==> src/design/amd_pkg.sv <==
package amd_pkg;

  // Register byte offsets
  localparam logic [7:0] AMD_OFF_CTRL     = 8'h00;
  localparam logic [7:0] AMD_OFF_CFG      = 8'h04;
  localparam logic [7:0] AMD_OFF_MOVE_LEN = 8'h08;
  localparam logic [7:0] AMD_OFF_PERIOD   = 8'h0C;
  localparam logic [7:0] AMD_OFF_STR_PER  = 8'h10;
  localparam logic [7:0] AMD_OFF_STATUS   = 8'h14;
  localparam logic [7:0] AMD_OFF_CMD_CNT  = 8'h18;
  localparam logic [7:0] AMD_OFF_FB_CNT   = 8'h1C;
  localparam logic [7:0] AMD_OFF_CAP_CNT  = 8'h20;

  // Control register fields (write-one pulses in bit 0 to 2)
  localparam int AMD_CTRL_START   = 0;
  localparam int AMD_CTRL_STOP    = 1;
  localparam int AMD_CTRL_ESTOP   = 2;
  localparam int AMD_CTRL_DRV_EN  = 3;
  localparam int AMD_CTRL_ALM_RST = 4;
  localparam int AMD_CTRL_DIR     = 5;

  // Configuration register fields
  localparam int AMD_CFG_OUT_MODE = 0; // 2 bits
  localparam int AMD_CFG_FB_MODE  = 2; // 3 bits
  localparam int AMD_CFG_INP_EN   = 5;
  localparam int AMD_CFG_ALM_POL  = 6;
  localparam int AMD_CFG_HOME_POL = 7;
  localparam int AMD_CFG_IDX_POL  = 8;
  localparam int AMD_CFG_FB_INT   = 9;
  localparam int AMD_CFG_CAP_SEL  = 10;

  // Status register fields
  localparam int AMD_ST_BUSY  = 0;
  localparam int AMD_ST_FAULT = 1;
  localparam int AMD_ST_INPOS = 2;
  localparam int AMD_ST_HOME  = 3;
  localparam int AMD_ST_INDEX = 4;
  localparam int AMD_ST_ELP   = 5;
  localparam int AMD_ST_ELN   = 6;
  localparam int AMD_ST_SLOW  = 7;

  localparam int         AMD_CNT_W        = 28;
  localparam int         AMD_CFG_W        = 11;
  localparam logic [1:0] AMD_FB_QUAD_PREF = 2'h1;

  // Pulse output modes: bit 1 selects line idle high
  typedef enum logic [1:0] {
    AMD_OUT_PD_LOW   = 2'h0,
    AMD_OUT_DUAL_LOW = 2'h1,
    AMD_OUT_PD_HIGH  = 2'h2,
    AMD_OUT_DUAL_HIGH = 2'h3
  } amd_out_mode_type;

  // Feedback modes
  localparam logic [2:0] AMD_FB_UPDN = 3'h0;
  localparam logic [2:0] AMD_FB_X1   = 3'h1;
  localparam logic [2:0] AMD_FB_X2   = 3'h2;
  localparam logic [2:0] AMD_FB_X4   = 3'h3;

  localparam int AMD_ERC_CYCLES = 10;
  localparam logic [31:0] AMD_RESET_PERIOD = 32'h0000_03E8;

endpackage : amd_pkg

==> src/design/amd_axis.sv <==
// Local design decisions: the register addresses and the APB register port.
`timescale 1ns/1ps
module amd_axis #(
  parameter int CLK_HZ = 10_000_000
) (
  input  wire logic        clk_i,
  input  wire logic        rst_i,
  input  wire logic        psel_i,
  input  wire logic        penable_i,
  input  wire logic        pwrite_i,
  input  wire logic [7:0]  paddr_i,
  input  wire logic [31:0] pwdata_i,
  output logic      [31:0] prdata_o,
  output logic             pready_o,
  output logic             pslverr_o,
  input  wire logic        encoder_phase_a_i,
  input  wire logic        encoder_phase_b_i,
  input  wire logic        encoder_index_i,
  input  wire logic        in_position_i,
  input  wire logic        drive_fault_i,
  input  wire logic        home_switch_i,
  input  wire logic        end_limit_pos_i,
  input  wire logic        end_limit_neg_i,
  input  wire logic        slowdown_switch_i,
  input  wire logic        position_start_switch_i,
  input  wire logic        count_capture_in_i,
  input  wire logic        count_reset_in_i,
  input  wire logic        home_done_i,
  output logic             pulse_out_o,
  output logic             dir_out_o,
  output logic             deviation_clear_out_o,
  output logic             drive_enable_out_o,
  output logic             alarm_reset_out_o
);
  import amd_pkg::*;

  typedef enum {ST_IDLE, ST_RUN, ST_WAIT_INP} amd_state_type;

  localparam int ERC_W = $clog2(AMD_ERC_CYCLES + 1);
  localparam int CW    = AMD_CNT_W;

  // Registers
  amd_state_type        state_r, state_nxt;
  logic [AMD_CFG_W-1:0] cfg_r, cfg_nxt;
  logic                 drv_en_r, drv_en_nxt;
  logic                 alm_rst_r, alm_rst_nxt;
  logic                 dir_r, dir_nxt;
  logic [CW-1:0]        move_len_r, move_len_nxt;
  logic [31:0]          period_r, period_nxt;
  logic [31:0]          str_per_r, str_per_nxt;
  logic [31:0]          tick_r, tick_nxt;
  logic [CW-1:0]        left_r, left_nxt;
  logic                 phase_r, phase_nxt;
  logic [CW-1:0]        cmd_cnt_r, cmd_cnt_nxt;
  logic [CW-1:0]        fb_cnt_r, fb_cnt_nxt;
  logic [CW-1:0]        cap_r, cap_nxt;
  logic [ERC_W-1:0]     erc_r, erc_nxt;
  logic                 a_q_r, b_q_r, pcs_q_r, cap_q_r, flt_q_r, el_q_r, home_q_r;
  logic [31:0]          prdata_nxt;
  logic [31:0]          prdata_r;

  // Decoded inputs
  logic       fault_act, home_act, index_act, el_act, emit, estop;
  logic       wr_en, rd_en, start_req;
  logic [1:0] out_mode;
  logic [2:0] fb_mode;
  logic [31:0] cur_per;
  logic       a_rise, a_fall, b_rise, b_fall;
  logic       up_ev, dn_ev;

  assign wr_en     = psel_i && penable_i && pwrite_i;
  assign rd_en     = psel_i && !penable_i && !pwrite_i;
  assign out_mode  = cfg_r[AMD_CFG_OUT_MODE +: 2];
  assign fb_mode   = cfg_r[AMD_CFG_FB_MODE +: 3];
  assign fault_act = drive_fault_i == cfg_r[AMD_CFG_ALM_POL];
  assign home_act  = home_switch_i == cfg_r[AMD_CFG_HOME_POL];
  assign index_act = encoder_index_i == cfg_r[AMD_CFG_IDX_POL];
  assign el_act    = end_limit_pos_i || end_limit_neg_i;
  assign estop     = wr_en && paddr_i == AMD_OFF_CTRL && pwdata_i[AMD_CTRL_ESTOP];
  assign start_req = (wr_en && paddr_i == AMD_OFF_CTRL && pwdata_i[AMD_CTRL_START])
                     || (position_start_switch_i && !pcs_q_r);
  // Slowdown forces the starting rate in both directions
  assign cur_per   = slowdown_switch_i ? str_per_r : period_r;
  assign a_rise    = encoder_phase_a_i && !a_q_r;
  assign a_fall    = !encoder_phase_a_i && a_q_r;
  assign b_rise    = encoder_phase_b_i && !b_q_r;
  assign b_fall    = !encoder_phase_b_i && b_q_r;

  // Pulse generator: period in clocks sets rate, count sets distance
  always_comb begin
    state_nxt = state_r;
    tick_nxt  = tick_r;
    left_nxt  = left_r;
    phase_nxt = phase_r;
    emit      = 1'b0;
    case (state_r)
      ST_IDLE: begin
        phase_nxt = 1'b0;
        if (start_req && !fault_act && !el_act && move_len_r != '0) begin
          state_nxt = ST_RUN;
          left_nxt  = move_len_r;
          tick_nxt  = '0;
        end
      end
      ST_RUN: begin
        if (fault_act || el_act || estop ||
            (wr_en && paddr_i == AMD_OFF_CTRL && pwdata_i[AMD_CTRL_STOP])) begin
          state_nxt = ST_IDLE;
          phase_nxt = 1'b0;
        end else if (tick_r >= (cur_per >> 1)) begin
          tick_nxt  = '0;
          phase_nxt = !phase_r;
          if (phase_r) begin
            emit     = 1'b1;
            left_nxt = left_r - 1'b1;
            if (left_r == {{(CW-1){1'b0}}, 1'b1})
              state_nxt = cfg_r[AMD_CFG_INP_EN] ? ST_WAIT_INP : ST_IDLE;
          end
        end else begin
          tick_nxt = tick_r + 32'h0000_0001;
        end
      end
      ST_WAIT_INP: begin
        if (in_position_i || estop) begin
          state_nxt = ST_IDLE;
        end
      end
      default: state_nxt = ST_IDLE;
    endcase
  end

  // Feedback decode
  always_comb begin
    up_ev = 1'b0;
    dn_ev = 1'b0;
    if (cfg_r[AMD_CFG_FB_INT]) begin
      up_ev = emit && !dir_r;
      dn_ev = emit && dir_r;
    end else if (fb_mode == AMD_FB_UPDN) begin
      up_ev = a_rise;
      dn_ev = b_rise;
    end else if (fb_mode == AMD_FB_X1) begin
      up_ev = a_rise && !encoder_phase_b_i;
      dn_ev = a_fall && !encoder_phase_b_i;
    end else if (fb_mode == AMD_FB_X2) begin
      up_ev = (a_rise && !encoder_phase_b_i) || (a_fall && encoder_phase_b_i);
      dn_ev = (a_fall && !encoder_phase_b_i) || (a_rise && encoder_phase_b_i);
    end else begin
      up_ev = (a_rise && !encoder_phase_b_i) || (a_fall && encoder_phase_b_i) ||
              (b_rise && encoder_phase_a_i) || (b_fall && !encoder_phase_a_i);
      dn_ev = (a_fall && !encoder_phase_b_i) || (a_rise && encoder_phase_b_i) ||
              (b_fall && encoder_phase_a_i) || (b_rise && !encoder_phase_a_i);
    end
  end

  // Counters, capture and deviation clear
  always_comb begin
    cmd_cnt_nxt = cmd_cnt_r;
    fb_cnt_nxt  = fb_cnt_r;
    cap_nxt     = cap_r;
    erc_nxt     = erc_r;
    if (emit)
      cmd_cnt_nxt = dir_r ? cmd_cnt_r - 1'b1 : cmd_cnt_r + 1'b1;
    if (up_ev && !dn_ev)
      fb_cnt_nxt = fb_cnt_r + 1'b1;
    else if (dn_ev && !up_ev)
      fb_cnt_nxt = fb_cnt_r - 1'b1;
    if (count_reset_in_i || home_done_i) begin
      cmd_cnt_nxt = '0;
      fb_cnt_nxt  = '0;
    end
    if (wr_en && paddr_i == AMD_OFF_CMD_CNT)
      cmd_cnt_nxt = pwdata_i[CW-1:0];
    if (wr_en && paddr_i == AMD_OFF_FB_CNT)
      fb_cnt_nxt = pwdata_i[CW-1:0];
    // Capture takes the pre-update value seen at the edge
    if (count_capture_in_i && !cap_q_r)
      cap_nxt = cfg_r[AMD_CFG_CAP_SEL] ? cmd_cnt_r : fb_cnt_r;
    if (erc_r != '0)
      erc_nxt = erc_r - 1'b1;
    if (home_done_i || (el_act && !el_q_r) || (fault_act && !flt_q_r) || estop)
      erc_nxt = ERC_W'(AMD_ERC_CYCLES);
  end

  // APB register file
  always_comb begin
    cfg_nxt      = cfg_r;
    drv_en_nxt   = drv_en_r;
    alm_rst_nxt  = alm_rst_r;
    dir_nxt      = dir_r;
    move_len_nxt = move_len_r;
    period_nxt   = period_r;
    str_per_nxt  = str_per_r;
    prdata_nxt   = prdata_r;
    if (wr_en) begin
      if (paddr_i == AMD_OFF_CTRL) begin
        drv_en_nxt  = pwdata_i[AMD_CTRL_DRV_EN];
        alm_rst_nxt = pwdata_i[AMD_CTRL_ALM_RST];
        // Direction only changes between moves to keep pulse trains clean
        if (state_r == ST_IDLE)
          dir_nxt = pwdata_i[AMD_CTRL_DIR];
      end else if (paddr_i == AMD_OFF_CFG) begin
        cfg_nxt = pwdata_i[AMD_CFG_W-1:0];
      end else if (paddr_i == AMD_OFF_MOVE_LEN) begin
        move_len_nxt = pwdata_i[CW-1:0];
      end else if (paddr_i == AMD_OFF_PERIOD) begin
        period_nxt = pwdata_i;
      end else if (paddr_i == AMD_OFF_STR_PER) begin
        str_per_nxt = pwdata_i;
      end
    end
    if (rd_en) begin
      if (paddr_i == AMD_OFF_CTRL)
        prdata_nxt = {26'h0, dir_r, alm_rst_r, drv_en_r, 3'h0};
      else if (paddr_i == AMD_OFF_CFG)
        prdata_nxt = {21'h0, cfg_r};
      else if (paddr_i == AMD_OFF_MOVE_LEN)
        prdata_nxt = {4'h0, move_len_r};
      else if (paddr_i == AMD_OFF_PERIOD)
        prdata_nxt = period_r;
      else if (paddr_i == AMD_OFF_STR_PER)
        prdata_nxt = str_per_r;
      else if (paddr_i == AMD_OFF_STATUS)
        prdata_nxt = {24'h0, slowdown_switch_i, end_limit_neg_i, end_limit_pos_i,
                      index_act, home_act, in_position_i, fault_act,
                      state_r != ST_IDLE};
      else if (paddr_i == AMD_OFF_CMD_CNT)
        prdata_nxt = {4'h0, cmd_cnt_r};
      else if (paddr_i == AMD_OFF_FB_CNT)
        prdata_nxt = {4'h0, fb_cnt_r};
      else if (paddr_i == AMD_OFF_CAP_CNT)
        prdata_nxt = {4'h0, cap_r};
      else
        prdata_nxt = 32'h0000_0000;
    end
  end

  always_ff @(posedge clk_i) begin
    if (rst_i) begin
      state_r    <= ST_IDLE;
      cfg_r      <= '0;
      drv_en_r   <= 1'b0;
      alm_rst_r  <= 1'b0;
      dir_r      <= 1'b0;
      move_len_r <= '0;
      period_r   <= AMD_RESET_PERIOD;
      str_per_r  <= AMD_RESET_PERIOD;
      tick_r     <= '0;
      left_r     <= '0;
      phase_r    <= 1'b0;
      cmd_cnt_r  <= '0;
      fb_cnt_r   <= '0;
      cap_r      <= '0;
      erc_r      <= '0;
      prdata_r   <= 32'h0000_0000;
      a_q_r      <= 1'b0;
      b_q_r      <= 1'b0;
      pcs_q_r    <= 1'b0;
      cap_q_r    <= 1'b0;
      flt_q_r    <= 1'b0;
      el_q_r     <= 1'b0;
      home_q_r   <= 1'b0;
    end else begin
      state_r    <= state_nxt;
      cfg_r      <= cfg_nxt;
      drv_en_r   <= drv_en_nxt;
      alm_rst_r  <= alm_rst_nxt;
      dir_r      <= dir_nxt;
      move_len_r <= move_len_nxt;
      period_r   <= period_nxt;
      str_per_r  <= str_per_nxt;
      tick_r     <= tick_nxt;
      left_r     <= left_nxt;
      phase_r    <= phase_nxt;
      cmd_cnt_r  <= cmd_cnt_nxt;
      fb_cnt_r   <= fb_cnt_nxt;
      cap_r      <= cap_nxt;
      erc_r      <= erc_nxt;
      prdata_r   <= prdata_nxt;
      a_q_r      <= encoder_phase_a_i;
      b_q_r      <= encoder_phase_b_i;
      pcs_q_r    <= position_start_switch_i;
      cap_q_r    <= count_capture_in_i;
      flt_q_r    <= fault_act;
      el_q_r     <= el_act;
      home_q_r   <= home_act;
    end
  end

  // Output shaping: bit 1 of the mode flips idle level
  logic pulse_lvl, idle_hi;
  assign pulse_lvl = phase_r && state_r == ST_RUN;
  assign idle_hi   = out_mode[1];
  always_comb begin
    if (out_mode[0]) begin
      pulse_out_o = (pulse_lvl && !dir_r) ^ idle_hi;
      dir_out_o   = (pulse_lvl && dir_r) ^ idle_hi;
    end else begin
      pulse_out_o = pulse_lvl ^ idle_hi;
      dir_out_o   = dir_r;
    end
  end

  assign deviation_clear_out_o = erc_r != '0;
  assign drive_enable_out_o    = drv_en_r;
  assign alarm_reset_out_o     = alm_rst_r;
  assign prdata_o              = prdata_r;
  assign pready_o              = 1'b1;
  assign pslverr_o             = 1'b0;

endmodule : amd_axis

==> config.mk <==
export PLATFORM = sky130hd
export DESIGN_NAME = amd_axis
export DESIGN_NICKNAME = d
export VERILOG_FILES = /design/src/design/amd_pkg.sv /design/src/design/amd_axis.sv
export SDC_FILE = /design/constraint.sdc
export NUM_CORES = 1
export LEC_CHECK = 0
export CAP_MARGIN = 15
export CORE_MARGIN = 3
export CORE_UTILIZATION = 41
export DETAILED_ROUTE_END_ITERATION = 10
export DONT_BUFFER_PORTS = 1
export PLACE_DENSITY = 0.58
export SYNTH_ARGS = -nofsm -noshare
export SYNTH_HDL_FRONTEND = slang
export SYNTH_SLANG_ARGS = --single-unit
==> constraint.sdc <==
create_clock -name clk_i -period 15.47 [get_ports clk_i]
set_clock_uncertainty 0.2 [all_clocks]
set_input_delay 0.7735 -clock clk_i [delete_from_list [all_inputs] [get_ports clk_i]]
set_output_delay 0.7735 -clock clk_i [all_outputs]
set_load 0.05 [all_outputs]
==> impl_results.md, run 1 <==
- CTS Sinks: 295
- CP Data Required Time: 15.75 ns
- H-tree levels: 2
- Commonest non-fill, non-tap cell in the layout: nand2_1
- Post-DP Area: 17,800 um2
- Worst path most repeated cell: o21ai_0
- Initial antenna violation count: 1
- FF/Latch Area: 5910 um2
- Fraction of layout cells with a size suffix above 1: 0.0544
- Sequential fraction of the synthesis area: 0.339
- Top FF cell, synth: dfxtp_1
- Area occupied by multi-input gates: about 11,000 um2
- Yosys top cell area share: 0.339
- DIE WIDTH: 212 um
- Syn_nets: 2,380
- Root Buffer: clkbuf_16
- Fin crit period: 7.28 ns
- Maximum clock insertion buffer count: 3
- Core area: 41,400 um2
- Grt ovf: 0
- DP HPWL: 42,500 um
- DIE AREA: approximately 45,000 um2
- Post-CTS Repair Setup Buffers: 0
- Post-route ant nets: 0
- Global-route wire length before repair: 91,600 um
- Max VDD drop: 0.0582 mV
- Kind of critical path: register to register
- Vias per cell: 6.11
- Endpoints failing setup: 0
- HP Class: primary input to register
- Fmax: 0.137 GHz
- Commonest cells after routing, fill and taps aside: nand2_1 (379), dfxtp_1 (294), a21oi_1 (241)
- Crit. Startpoint: str_per_r[30]
- Post-Synthesis Cells: 2,229
- # IOs: between 90 and 100
- Setup TNS: 0 ns
- Fin area: 18,900 um2
- CP Cell Sequence: mux2i_1 -> ha_1 -> nand3_1 -> or3_1 -> a2111o_1 -> a41oi_1 -> o21ai_1 -> buf_4 -> nor2_1 -> nand3b_1 -> o21ai_0 -> ha_1 -> inv_1 -> ha_1 -> nor2b_1 -> o21ai_0 -> a21oi_1 -> o21ai_0 -> a2111oi_0 -> o21ai_0 -> a2111oi_0 -> mux2_2 -> a21oi_1
- # port buffers: 0
- Slew Limit Fails: 0
- Synth Cell Area: 17,400 um2
- Worst setup EP type: register
- Startpoint Class: register
- Area Growth Syn to Fin: 8.48%
- Fin crit share: 0.471
- Syn_area_per_cell: 7.82 um2
- TritonCTS clock tree: built
- Largest net degree at the start of global routing: between 200 and 250
- Worst-Margin Slew: 1.15 ns
- Pwr Density: 94.0 nW/um2
- Fillers: 4,098
- Final net count: 2,299
- Post-synth EDFFs: 0
- Yosys warns: 0
- Hold Path Origin: rst_i
- Setup slack after layout: approximately 8.2 ns
- Pleak: 7.08 nW
- Total iterations of the first detailed-routing run: 6
- Vias after detailed routing: between 15,000 and 20,000
- TritonCTS buffer count: 36
- Starting DRT DRC Count: 1,729
- Pre-CTS setup slack: between 7 and 8 ns
- Total routed wirelength: 59,700 um
- Initial Util: 0.421
- WL per Instance: approximately 22 um
- Yosys cell types: 75
- Worst EP arrival: 7.56 ns
- Crit path largest cell delay: 0.64 ns
- Clock edge transition at the registers on the reported setup and hold paths: 0.06 ns
- Count of hold-fix buffers inserted at cts: 0
- Slew HR: 0.231
- Vias in the first global route: 15,400
- Die Span Y: 212 um
- Ranking of synthesized cells by area: dfxtp_1 (34%), nand2_1 (8.2%), a21oi_1 (7.0%)
- Flops & latches, synth: 295
- Asr flop ratio synth: 0
- Core Rows: 74
- Max cap viols: 0
- Skew-Pair Late Insertion Delay: ~0.54 ns
- Global placement routability congestion: 0.934
- Post-synth top area cell: dfxtp_1
- Status: complete, no violations
- DRC viols: 0
- Post-cts repair resize count: 0
- Slowest CP cell: nor2_1
- Worst r2r src: str_per_r[30]
- CP Max Fanout: 31
- Unrepaired setup endpoints after global routing: no
- Global-route usage over all layers: 0.259
- Hold Vio Cnt, Final: 0
-- cell usage after synthesis, drive strengths merged (15+ instances only) --
cell / count
nand2: 379
dfxtp: 295
a21oi: 242
nor2: 182
o21ai: 132
clkbuf: 130
mux2i: 112
ha: 91
a211oi: 78
nand3: 67
nor3: 47
xor2: 38
a21o: 35
xnor2: 33
a22oi: 27
and3: 27
inv: 22
nand4: 19
nor4: 17
o31ai: 16
or3: 16
o211ai: 15
o311ai: 15
-- area by class of cell --
type,instances,area share
inverters,22,0.00437
well taps,532,0.0352
clock inverters,16,0.00735
diodes,1,0.000132
multi-input cells,1768,0.578
flip-flops and latches,295,0.312
clock buffers,45,0.0527
repair buffers,25,0.00993
-- layer usage --
layer / track usage / share of wire
met5: 0 / 0
met2: 0.413 / 0.45
met4: 0.0679 / 0.021
met1: 0.363 / 0.44
met3: 0.0460 / 0.084
-- flip-flops by register name, indices dropped and copies added, names as in the netlist, 2 cells and up --
register / flops
state_r: 2
period_r: 32
cfg_r: 11
prdata_o: 32
cmd_cnt_r: 28
fb_cnt_r: 28
tick_r: 32
str_per_r: 32
cap_r: 28
left_r: 28
erc_r: 4
move_len_r: 28
-- through the flow --
stage / std cells / total power [W] / hold slack (ns) / utilization
finish: 2704 / 0.00178 / 0.0927 / 0.457
global route: 2703 / 0.00184 / 0.0892 / 0.457
CTS: 2703 / 0.00179 / 0.0954 / 0.457
detailed placement: 2642 / 0.000956 / 0.254 / 0.429
global placement: 2641 / 0.000954 / 0.244 / 0.429
floorplan: 2229 / 0.000935 / 0.236 / -
-- path summary, 6_finish.rpt --
| check | endpoint | slack (ns) | cells after the start |
|---|---|---|---|
| min | fb_cnt_r[15] | 0.09 | 1 |
| max | fb_cnt_r[26] | 8.19 | 23 |
| max reg2reg | fb_cnt_r[26] | 8.19 | 23 |
| min reg2reg | period_r[0] | 0.27 | 2 |
-- worst max-delay path, delay by kind of cell (launching register included) --
kind	cells	cell delay (ns)
muxes	2	0.49
DFF	1	0.36
buffers and inverters	2	0.69
adders and majority gates	3	1.12
and+or+nand+nor	5	1.41
AOI/OAI and AO/OA	11	2.93
-- power breakdown --
group	switching [W]	leakage (nW)	internal, W	total, W
clock network	0.000347	0.565	0.000488	0.000835
registers	0.0000183	2.39	0.000774	0.000793
logic	0.0000870	4.13	0.0000621	0.000149
total	0.000452	7.08	0.00132	0.00178
-- cells by family (layout without fill, tap and decap cells) --
logic type / count (synthesis) / in the layout / synth area share
AO/OA/AOI/OAI: 664 / 664 / 0.240
XOR/XNOR: 71 / 71 / 0.0357
adder cells (fa/ha/maj): 93 / 93 / 0.0676
buffers and inverters: 166 / 108 / 0.0368
flip-flops: 295 / 295 / 0.339
multiplexers: 120 / 120 / 0.0695
other: 2 / 3 / 0.000431
AND/OR/NAND/NOR: 818 / 818 / 0.212
No activity file was read; power rests on OpenSTA's default activity.
==> run 2, diff against run 1 <==
ABC_AREA = 1   (was unset)
clock period = 7.55 ns   (was 15.47 ns; I/O delays follow)
==> run 2 against run 1 <==
  * Routed wire length increased by 28%
  * Setup slack lost 6.2 ns
  * Synthesized area is 11% higher
  * Clock power up 120%
  * Register-to-register slack worse by 6.2 ns
  * Synthesized cell count increased by 35%
  * Global-route usage is 3.6 points higher
  * Critical path type unchanged
==> impl_results.md, run 2 <==
- DRC viols: 0 (unchanged)
- Register-to-register setup slack: 1.95 ns (-6.23 ns)
- HP Class: primary input to register
- Endpoints failing setup: 0 (unchanged)
- Worst setup EP type: register
- Post-Synthesis Cells: 3,019 (+35%)
- Hold Vio Cnt, Final: 0 (unchanged)
- Total iterations of the first detailed-routing run: 7 (+1)
- Worst-Margin Slew: 1.15 ns (-0.00417 ns)
- CP Max Fanout: 25 (-19%)
- Global-route usage over all layers: 0.296 (+0.0365)
- Root Buffer: clkbuf_16
- Yosys warns: 0 (unchanged)
- Post-DP Area: 19,500 um2 (+10%)
- Unrepaired setup endpoints after global routing: no
- Vias per cell: 5.68 (-7.1%)
- Area Growth Syn to Fin: 10.3%
- Starting DRT DRC Count: 2,011 (+16%)
- Final net count: 3,143 (+37%)
- Fin crit period: 5.60 ns (-1.69 ns)
- CP delay by family, top: simple AND/OR/NAND/NOR gates
- Total routed wirelength: 76,400 um (+28%)
- Skew-Pair Late Insertion Delay: 0.58 ns (+0.04 ns)
- Fin area: 21,300 um2 (+13%)
- WL per Instance: 21.1 um (-4.4%)
- Post-synth EDFFs: 0 (unchanged)
- Commonest cells post-synth: nand2_1 (748), nor2_1 (321), inv_1 (319), dfxtp_1 (295), a21oi_1 (279)
- Yosys cell types: 53 (-29%)
- Status: complete, no violations
- Area occupied by multi-input gates: 11,500 um2 (+5.3%)
- Syn_area_per_cell: 6.39 um2 (-18%)
- Yosys top cell area share: 0.306 (-0.0328)
- Crit. Startpoint: str_per_r[30]
- Core area: 46,000 um2 (+11%)
- Flops & latches, synth: 295 (unchanged)
- Grt ovf: 0 (unchanged)
- Post-route ant nets: 0 (unchanged)
- Vias after detailed routing: 20,600 (+25%)
- DP HPWL: 56,100 um (+32%)
- Slowest CP cell: inv_1
- Fillers: 4,813 (+17%)
- Worst EP arrival: 5.79 ns (-1.77 ns)
- TritonCTS buffer count: 37 (+2.8%)
- Fin crit share: 0.741 (+0.270)
- Vias in the first global route: 18,800 (+22%)
- Global placement routability congestion: 0.963 (+3.0%)
- Largest net degree at the start of global routing: 96 (-60%)
- Crit path largest cell delay: 0.61 ns (-0.03 ns)
- Post-synth top area cell: dfxtp_1
- Worst Path Buf+Inv: 3 (+1)
- DIE AREA: 49,700 um2 (+10%)
- Pwr Density: 190 nW/um2 (+100%)
- Fraction of layout cells with a size suffix above 1: 0.0484 (-0.00599)
- Worst r2r src: str_per_r[30]
- Commonest non-fill, non-tap cell in the layout: nand2_1
- Die Span Y: 223 um (+5.1%)
- Initial Util: 0.420 (-0.00133)
- Initial antenna violation count: 5 (+4)
- Hold Path Origin: in_position_i
- Startpoint Class: register
- Maximum clock insertion buffer count: 3 (unchanged)
- Syn_nets: 3,170 (+33%)
- Global-route wire length before repair: 115,000 um (+25%)
- Clock edge transition at the registers on the reported setup and hold paths: 0.06 ns (about the same)
- Fmax: 0.179 GHz (+30%)
- Asr flop ratio synth: 0 (unchanged)
- Worst path most repeated cell: nand2_1
- Slew Limit Fails: 0 (unchanged)
- Core Rows: 78 (+5.4%)
- Slew HR: 0.233 (+0.00194)
- Max VDD drop: 0.211 mV (+260%)
- H-tree levels: 2 (unchanged)
- Setup TNS: 0 ns (unchanged)
- # IOs: 97 (unchanged)
- Pleak: 9.50 nW (+34%)
- Sequential fraction of the synthesis area: 0.306 (-0.0328)
- Post-cts repair resize count: 0 (unchanged)
- Ranking of synthesized cells by area: dfxtp_1 (31%), nand2_1 (15%), a21oi_1 (7.2%)
- DIE WIDTH: 223 um (+5.1%)
- Synth Cell Area: 19,300 um2 (+11%)
- TritonCTS clock tree: built
- CP Cell Sequence: inv_1 -> nand2_1 -> o21ai_0 -> ha_1 -> nand2_1 -> nor2_1 -> nand2_1 -> nor2_1 -> nand4_1 -> nand3_1 -> nand3_4 -> o22ai_1 -> inv_1 -> ha_1 -> inv_1 -> ha_1 -> a21oi_1 -> a21boi_0 -> nand2_1 -> a21oi_1 -> a21oi_1 -> o21ai_0 -> a31oi_1
- Most common cell in the netlist: nand2_1
- Top FF cell, synth: dfxtp_1
- Commonest cells after routing, fill and taps aside: nand2_1 (747), nor2_1 (318), inv_1 (318)
- CP Data Required Time: 7.74 ns (-8.01 ns)
- # port buffers: 0 (unchanged)
- Kind of critical path: register to register
- CTS Sinks: 295 (unchanged)
- Max cap viols: 0 (unchanged)
- FF/Latch Area: 5910 um2 (about the same)
-- run 2: cell types whose count changed in the layout (fill, tap and decap cells not counted), sizes merged, moves of 26 or more --
cell / before / now
o21ai: 132 / 292
dlygate4sd3: 0 / 46
a21oi: 242 / 279
nand4: 19 / 49
a22oi: 27 / 1
inv: 22 / 342
a21o: 35 / 4
nor2: 182 / 332
nand2: 379 / 758
a211oi: 78 / 12
nand3: 67 / 166
a31oi: 13 / 58
mux2i: 112 / 5
-- run 2: where the power goes --
group | leakage [nW] | internal (W) | switching (W) | total, W
clock | 0.609 | 0.00107 | 0.000754 | 0.00182
combinational | 6.50 | 0.000177 | 0.000393 | 0.000570
sequential | 2.39 | 0.00159 | 0.0000563 | 0.00165
-- run 2: layout make-up --
type | instances | share of cell area
multi-input cells | 2255 | 0.540
flip-flops and latches | 295 | 0.278
inverters | 343 | 0.0609
clock buffers | 50 | 0.0501
well taps | 600 | 0.0353
repair buffers | 60 | 0.0275
clock inverters | 16 | 0.00776
diodes | 4 | 0.000470
-- run 2: cells by family (layout without fill, tap and decap cells) --
logic type,Yosys count,count (layout),synth area share
and+or+nand+nor,1397,1397,0.312
buffers and inverters,469,469,0.0986
DFF,295,295,0.306
adders and majority gates,93,93,0.0611
AOI/OAI and AO/OA,722,722,0.203
muxes,5,5,0.00259
xor gates and xnor gates,36,36,0.0163
other,2,6,0.000389
-- run 2: final timing paths --
kind / cells past startpoint / to
setup / recovery: 23 / fb_cnt_r[12]
hold / removal: 4 / state_r[0]
setup reg to reg: 23 / fb_cnt_r[12]
hold reg to reg: 2 / tick_r[31]
-- run 2: worst min-delay path, delay by kind of cell --
family / cells / cell delay, ns
buffers and inverters: 2 / 0.12
and+or+nand+nor: 2 / 0.24
-- run 2: per-layer routing --
metal  vias to the layer above  track usage  routed length, um
met5                         -            0                 25
met4                         4        0.107               2960
met3                       148       0.0530               5500
met2                       756        0.469              34200
met1                      9684        0.403              33700
li1                       9986            -                  -
-- run 2: stage by stage --
| stage | setup WS (ns) | total power, W | std cells | hold slack (ns) | utilization |
|---|---|---|---|---|---|
| finish | 1.95 | 0.00404 | 3623 | 0.00692 | 0.463 |
| CTS | 1.98 | 0.00405 | 3619 | 0.00130 | 0.463 |
| detailed placement | 1.96 | 0.00220 | 3506 | 0.258 | 0.425 |
| floorplan | 2.49 | 0.00204 | 3019 | 0.234 | - |
| global route | 1.43 | 0.00419 | 3619 | 0.00939 | 0.463 |
| global placement | 1.93 | 0.00220 | 3506 | 0.251 | 0.425 |
-- run 2: repair_timing --
item	in CTS	in global routing
endpoints found under the setup margin	0	0
endpoints found under the hold margin	178	0
hold buffers	47	0
setup buffers	0	0
==> run 3, diff against run 2 <==
ABC_AREA = 0   (was 1)
clock period = 5.8 ns   (was 7.55 ns; I/O delays follow)
==> run 3 against run 2 <==
  * Global-route usage down 3.1 points
  * First-iteration DRC count down 29%
  * Via count down 18%
  * Combinational power down 7.9%
  * Setup slack worse by 1.6 ns
  * Sequential share of layout area up 2.0 points
  * Hold slack better by 0.030 ns
  * Count of clock-buffer cells in the layout up 5
  * Sequential power up 28%
  * Utilization up 1.6 points
  * Die area down 9.4%
  * Critical path type unchanged
==> impl_results.md, run 3 (synthesis gave the netlist of run 1 again) <==
- Status: complete, no violations
- Crit path largest cell delay: 0.42 ns (-0.19 ns)
- Area Growth Syn to Fin: 13.8%
- Setup slack after layout: 0.335 ns (-1.62 ns)
- Vias after detailed routing: 17,000 (-18%)
- Initial antenna violation count: 6 (+1)
- Grt met3 use: 0.0578 (+0.00482)
- Commonest non-fill, non-tap cell in the layout: nand2_1
- Fmax: 0.183 GHz (+2.4%)
- Post-CTS Repair Setup Buffers: 0 (unchanged)
- Core area: 41,400 um2 (-10%)
- DP HPWL: 42,600 um (-24%)
- Post-DP Area: 18,000 um2 (-8.2%)
- HP Class: primary input to register
- H-tree levels: 2 (unchanged)
- Global-route usage over all layers: 0.265 (-0.0308)
- Fin crit period: 5.46 ns (-0.130 ns)
- Fin crit share: 0.942 (+0.201)
- Slowest CP cell: a2111o_1
- Slew Limit Fails: 0 (unchanged)
- CP Max Fanout: 29 (+16%)
- Die Span Y: 212 um (-4.8%)
- Global-route wire length before repair: 93,800 um (-18%)
- Core Rows: 74 (-5.1%)
- DIE AREA: 45,000 um2 (-9.4%)
- DIE WIDTH: 212 um (-4.8%)
- # IOs: 97 (unchanged)
- TritonCTS clock tree: built
- Initial Util: 0.421 (+0.00133)
- Hold Path Origin: pwdata_i[1]
- TritonCTS buffer count: 36 (-2.7%)
- Fraction of layout cells with a size suffix above 1: 0.0655 (+0.0172)
- Kind of critical path: register to register
- Pwr Density: 252 nW/um2 (+32%)
- Clock edge transition at the registers on the reported setup and hold paths: 0.06 ns (about the same)
- Commonest cells after routing, fill and taps aside: nand2_1 (379), dfxtp_1 (294), a21oi_1 (241)
- GR Util met1: 0.362 (-0.0415)
- Startpoint Class: register
- # port buffers: 0 (unchanged)
- Max VDD drop: 0.151 mV (-28%)
- Maximum clock insertion buffer count: 3 (unchanged)
- GR Util met2: 0.424 (-0.0453)
- Max cap viols: 0 (unchanged)
- Crit. Startpoint: str_per_r[30]
- Total iterations of the first detailed-routing run: 5 (-2)
- Worst-Margin Slew: 1.18 ns (+0.0256 ns)
- Pleak: 7.43 nW (-22%)
- Final net count: 2,367 (-25%)
- Worst setup EP type: register
- CP Data Required Time: 6.06 ns (-1.68 ns)
- Slew HR: 0.215 (-0.0181)
- Unrepaired setup endpoints after global routing: yes
- WL per Instance: 22.1 um (+4.9%)
- DRC viols: 0 (unchanged)
- Worst EP arrival: 5.73 ns (-0.06 ns)
- Pre-CTS setup slack: 0.0127 ns (-1.94 ns)
- Post-route ant nets: 0 (unchanged)
- Worst r2r src: str_per_r[30]
- Grt ovf: 0 (unchanged)
- Most Used Layer, Global Route: met2
- Global placement routability congestion: 0.903 (-6.2%)
- CP Cell Sequence: mux2i_1 -> ha_1 -> nand3_1 -> or3_1 -> a2111o_1 -> a41oi_4 -> o21ai_4 -> nor2_4 -> nand3b_1 -> o21ai_0 -> ha_2 -> clkinvlp_4 -> buf_12 -> ha_2 -> nand2_1 -> a21oi_1 -> o21ai_1 -> a2111oi_4 -> o21ai_2 -> a2111oi_4 -> mux2_2 -> a21oi_1
- Fin area: 19,800 um2 (-6.8%)
- Starting DRT DRC Count: 1,435 (-29%)
- Largest net degree at the start of global routing: 240 (+150%)
- Hold Vio Cnt, Final: 0 (unchanged)
- Root Buffer: clkbuf_16
- Vias per cell: 6.11 (+7.6%)
- CTS Sinks: 295 (unchanged)
- Vias in the first global route: 16,100 (-14%)
- Total routed wirelength: 61,400 um (-20%)
- Endpoints failing setup: 0 (unchanged)
- Skew-Pair Late Insertion Delay: 0.54 ns (-0.04 ns)
[run 3: changes by cell type in the layout (fill, tap and decap cells not counted), sizes merged, moves of 26 or more]
cell and delta:
a21o +31, a211oi +66, mux2i +107, nand4 -30, nand2 -379, nor2 -150, a22oi +26, a31oi -45
buf +26, a21oi -37, nand3 -99, o21ai -160, inv -319
[run 3: power breakdown]
group          internal [W]  leakage (nW)  switching, W  total, W
registers           0.00207          2.39     0.0000491   0.00211
logic              0.000208          4.45      0.000317  0.000525
clock network       0.00143         0.595      0.000912   0.00235
total               0.00371          7.43       0.00128   0.00499
[run 3: path summary, 6_finish.rpt]
check | endpoint | slack, ns | cells past startpoint
max | fb_cnt_r[26] | 0.34 | 22
min | state_r[0] | 0.04 | 4
max reg2reg | fb_cnt_r[26] | 0.34 | 22
min reg2reg | period_r[0] | 0.26 | 2
[run 3: final cells by class]
class / count / area [um2]
Clock inverter: 10 / 161
Multi-Input combinational cell: 1768 / 11100
Sequential cell: 295 / 5910
Inverter: 22 / 86.3
Fill cell: 4034 / 21600
Antenna cell: 3 / 7.51
Clock buffer: 55 / 1050
Tap cell: 532 / 666
Timing Repair Buffer: 93 / 863
[run 3: worst max-delay path: cells and delay by family (launching register included)]
family,cells,cell delay [ns]
buffers and inverters,2,0.36
AOI/OAI and AO/OA,10,2.19
DFF,1,0.36
adders and majority gates,3,0.96
and+or+nand+nor,5,0.85
muxes,2,0.46
[run 3: repair_timing]
| action | CTS | global route |
|---|---|---|
| hold endpoints to repair | 262 | 0 |
| pin swaps | 0 | 6 |
| gates resized for setup | 2 | 12 |
| gates cloned | 0 | 0 |
| hold buffers | 54 | 0 |
| endpoints found under the setup margin | 2 | 7 |
[run 3: layer usage]
layer	vias up	wire, um
met5	-	21
met4	4	1490
met3	104	5100
met2	645	27800
met1	8125	27000
li1	8097	-
[run 3: through the flow]
| stage | setup TNS [ns] | std cells | total power, W | hold slack, ns | utilization |
|---|---|---|---|---|---|
| finish | 0 | 2778 | 0.00499 | 0.0365 | 0.479 |
| CTS | 0 | 2775 | 0.00500 | 0.00930 | 0.477 |
| detailed placement | 0 | 2656 | 0.00257 | 0.211 | 0.434 |
| global placement | 0 | 2656 | 0.00257 | 0.212 | 0.434 |
| global route | -0.0438 | 2776 | 0.00515 | 0.0566 | 0.479 |
| floorplan | 0 | 2229 | 0.00250 | 0.214 | - |
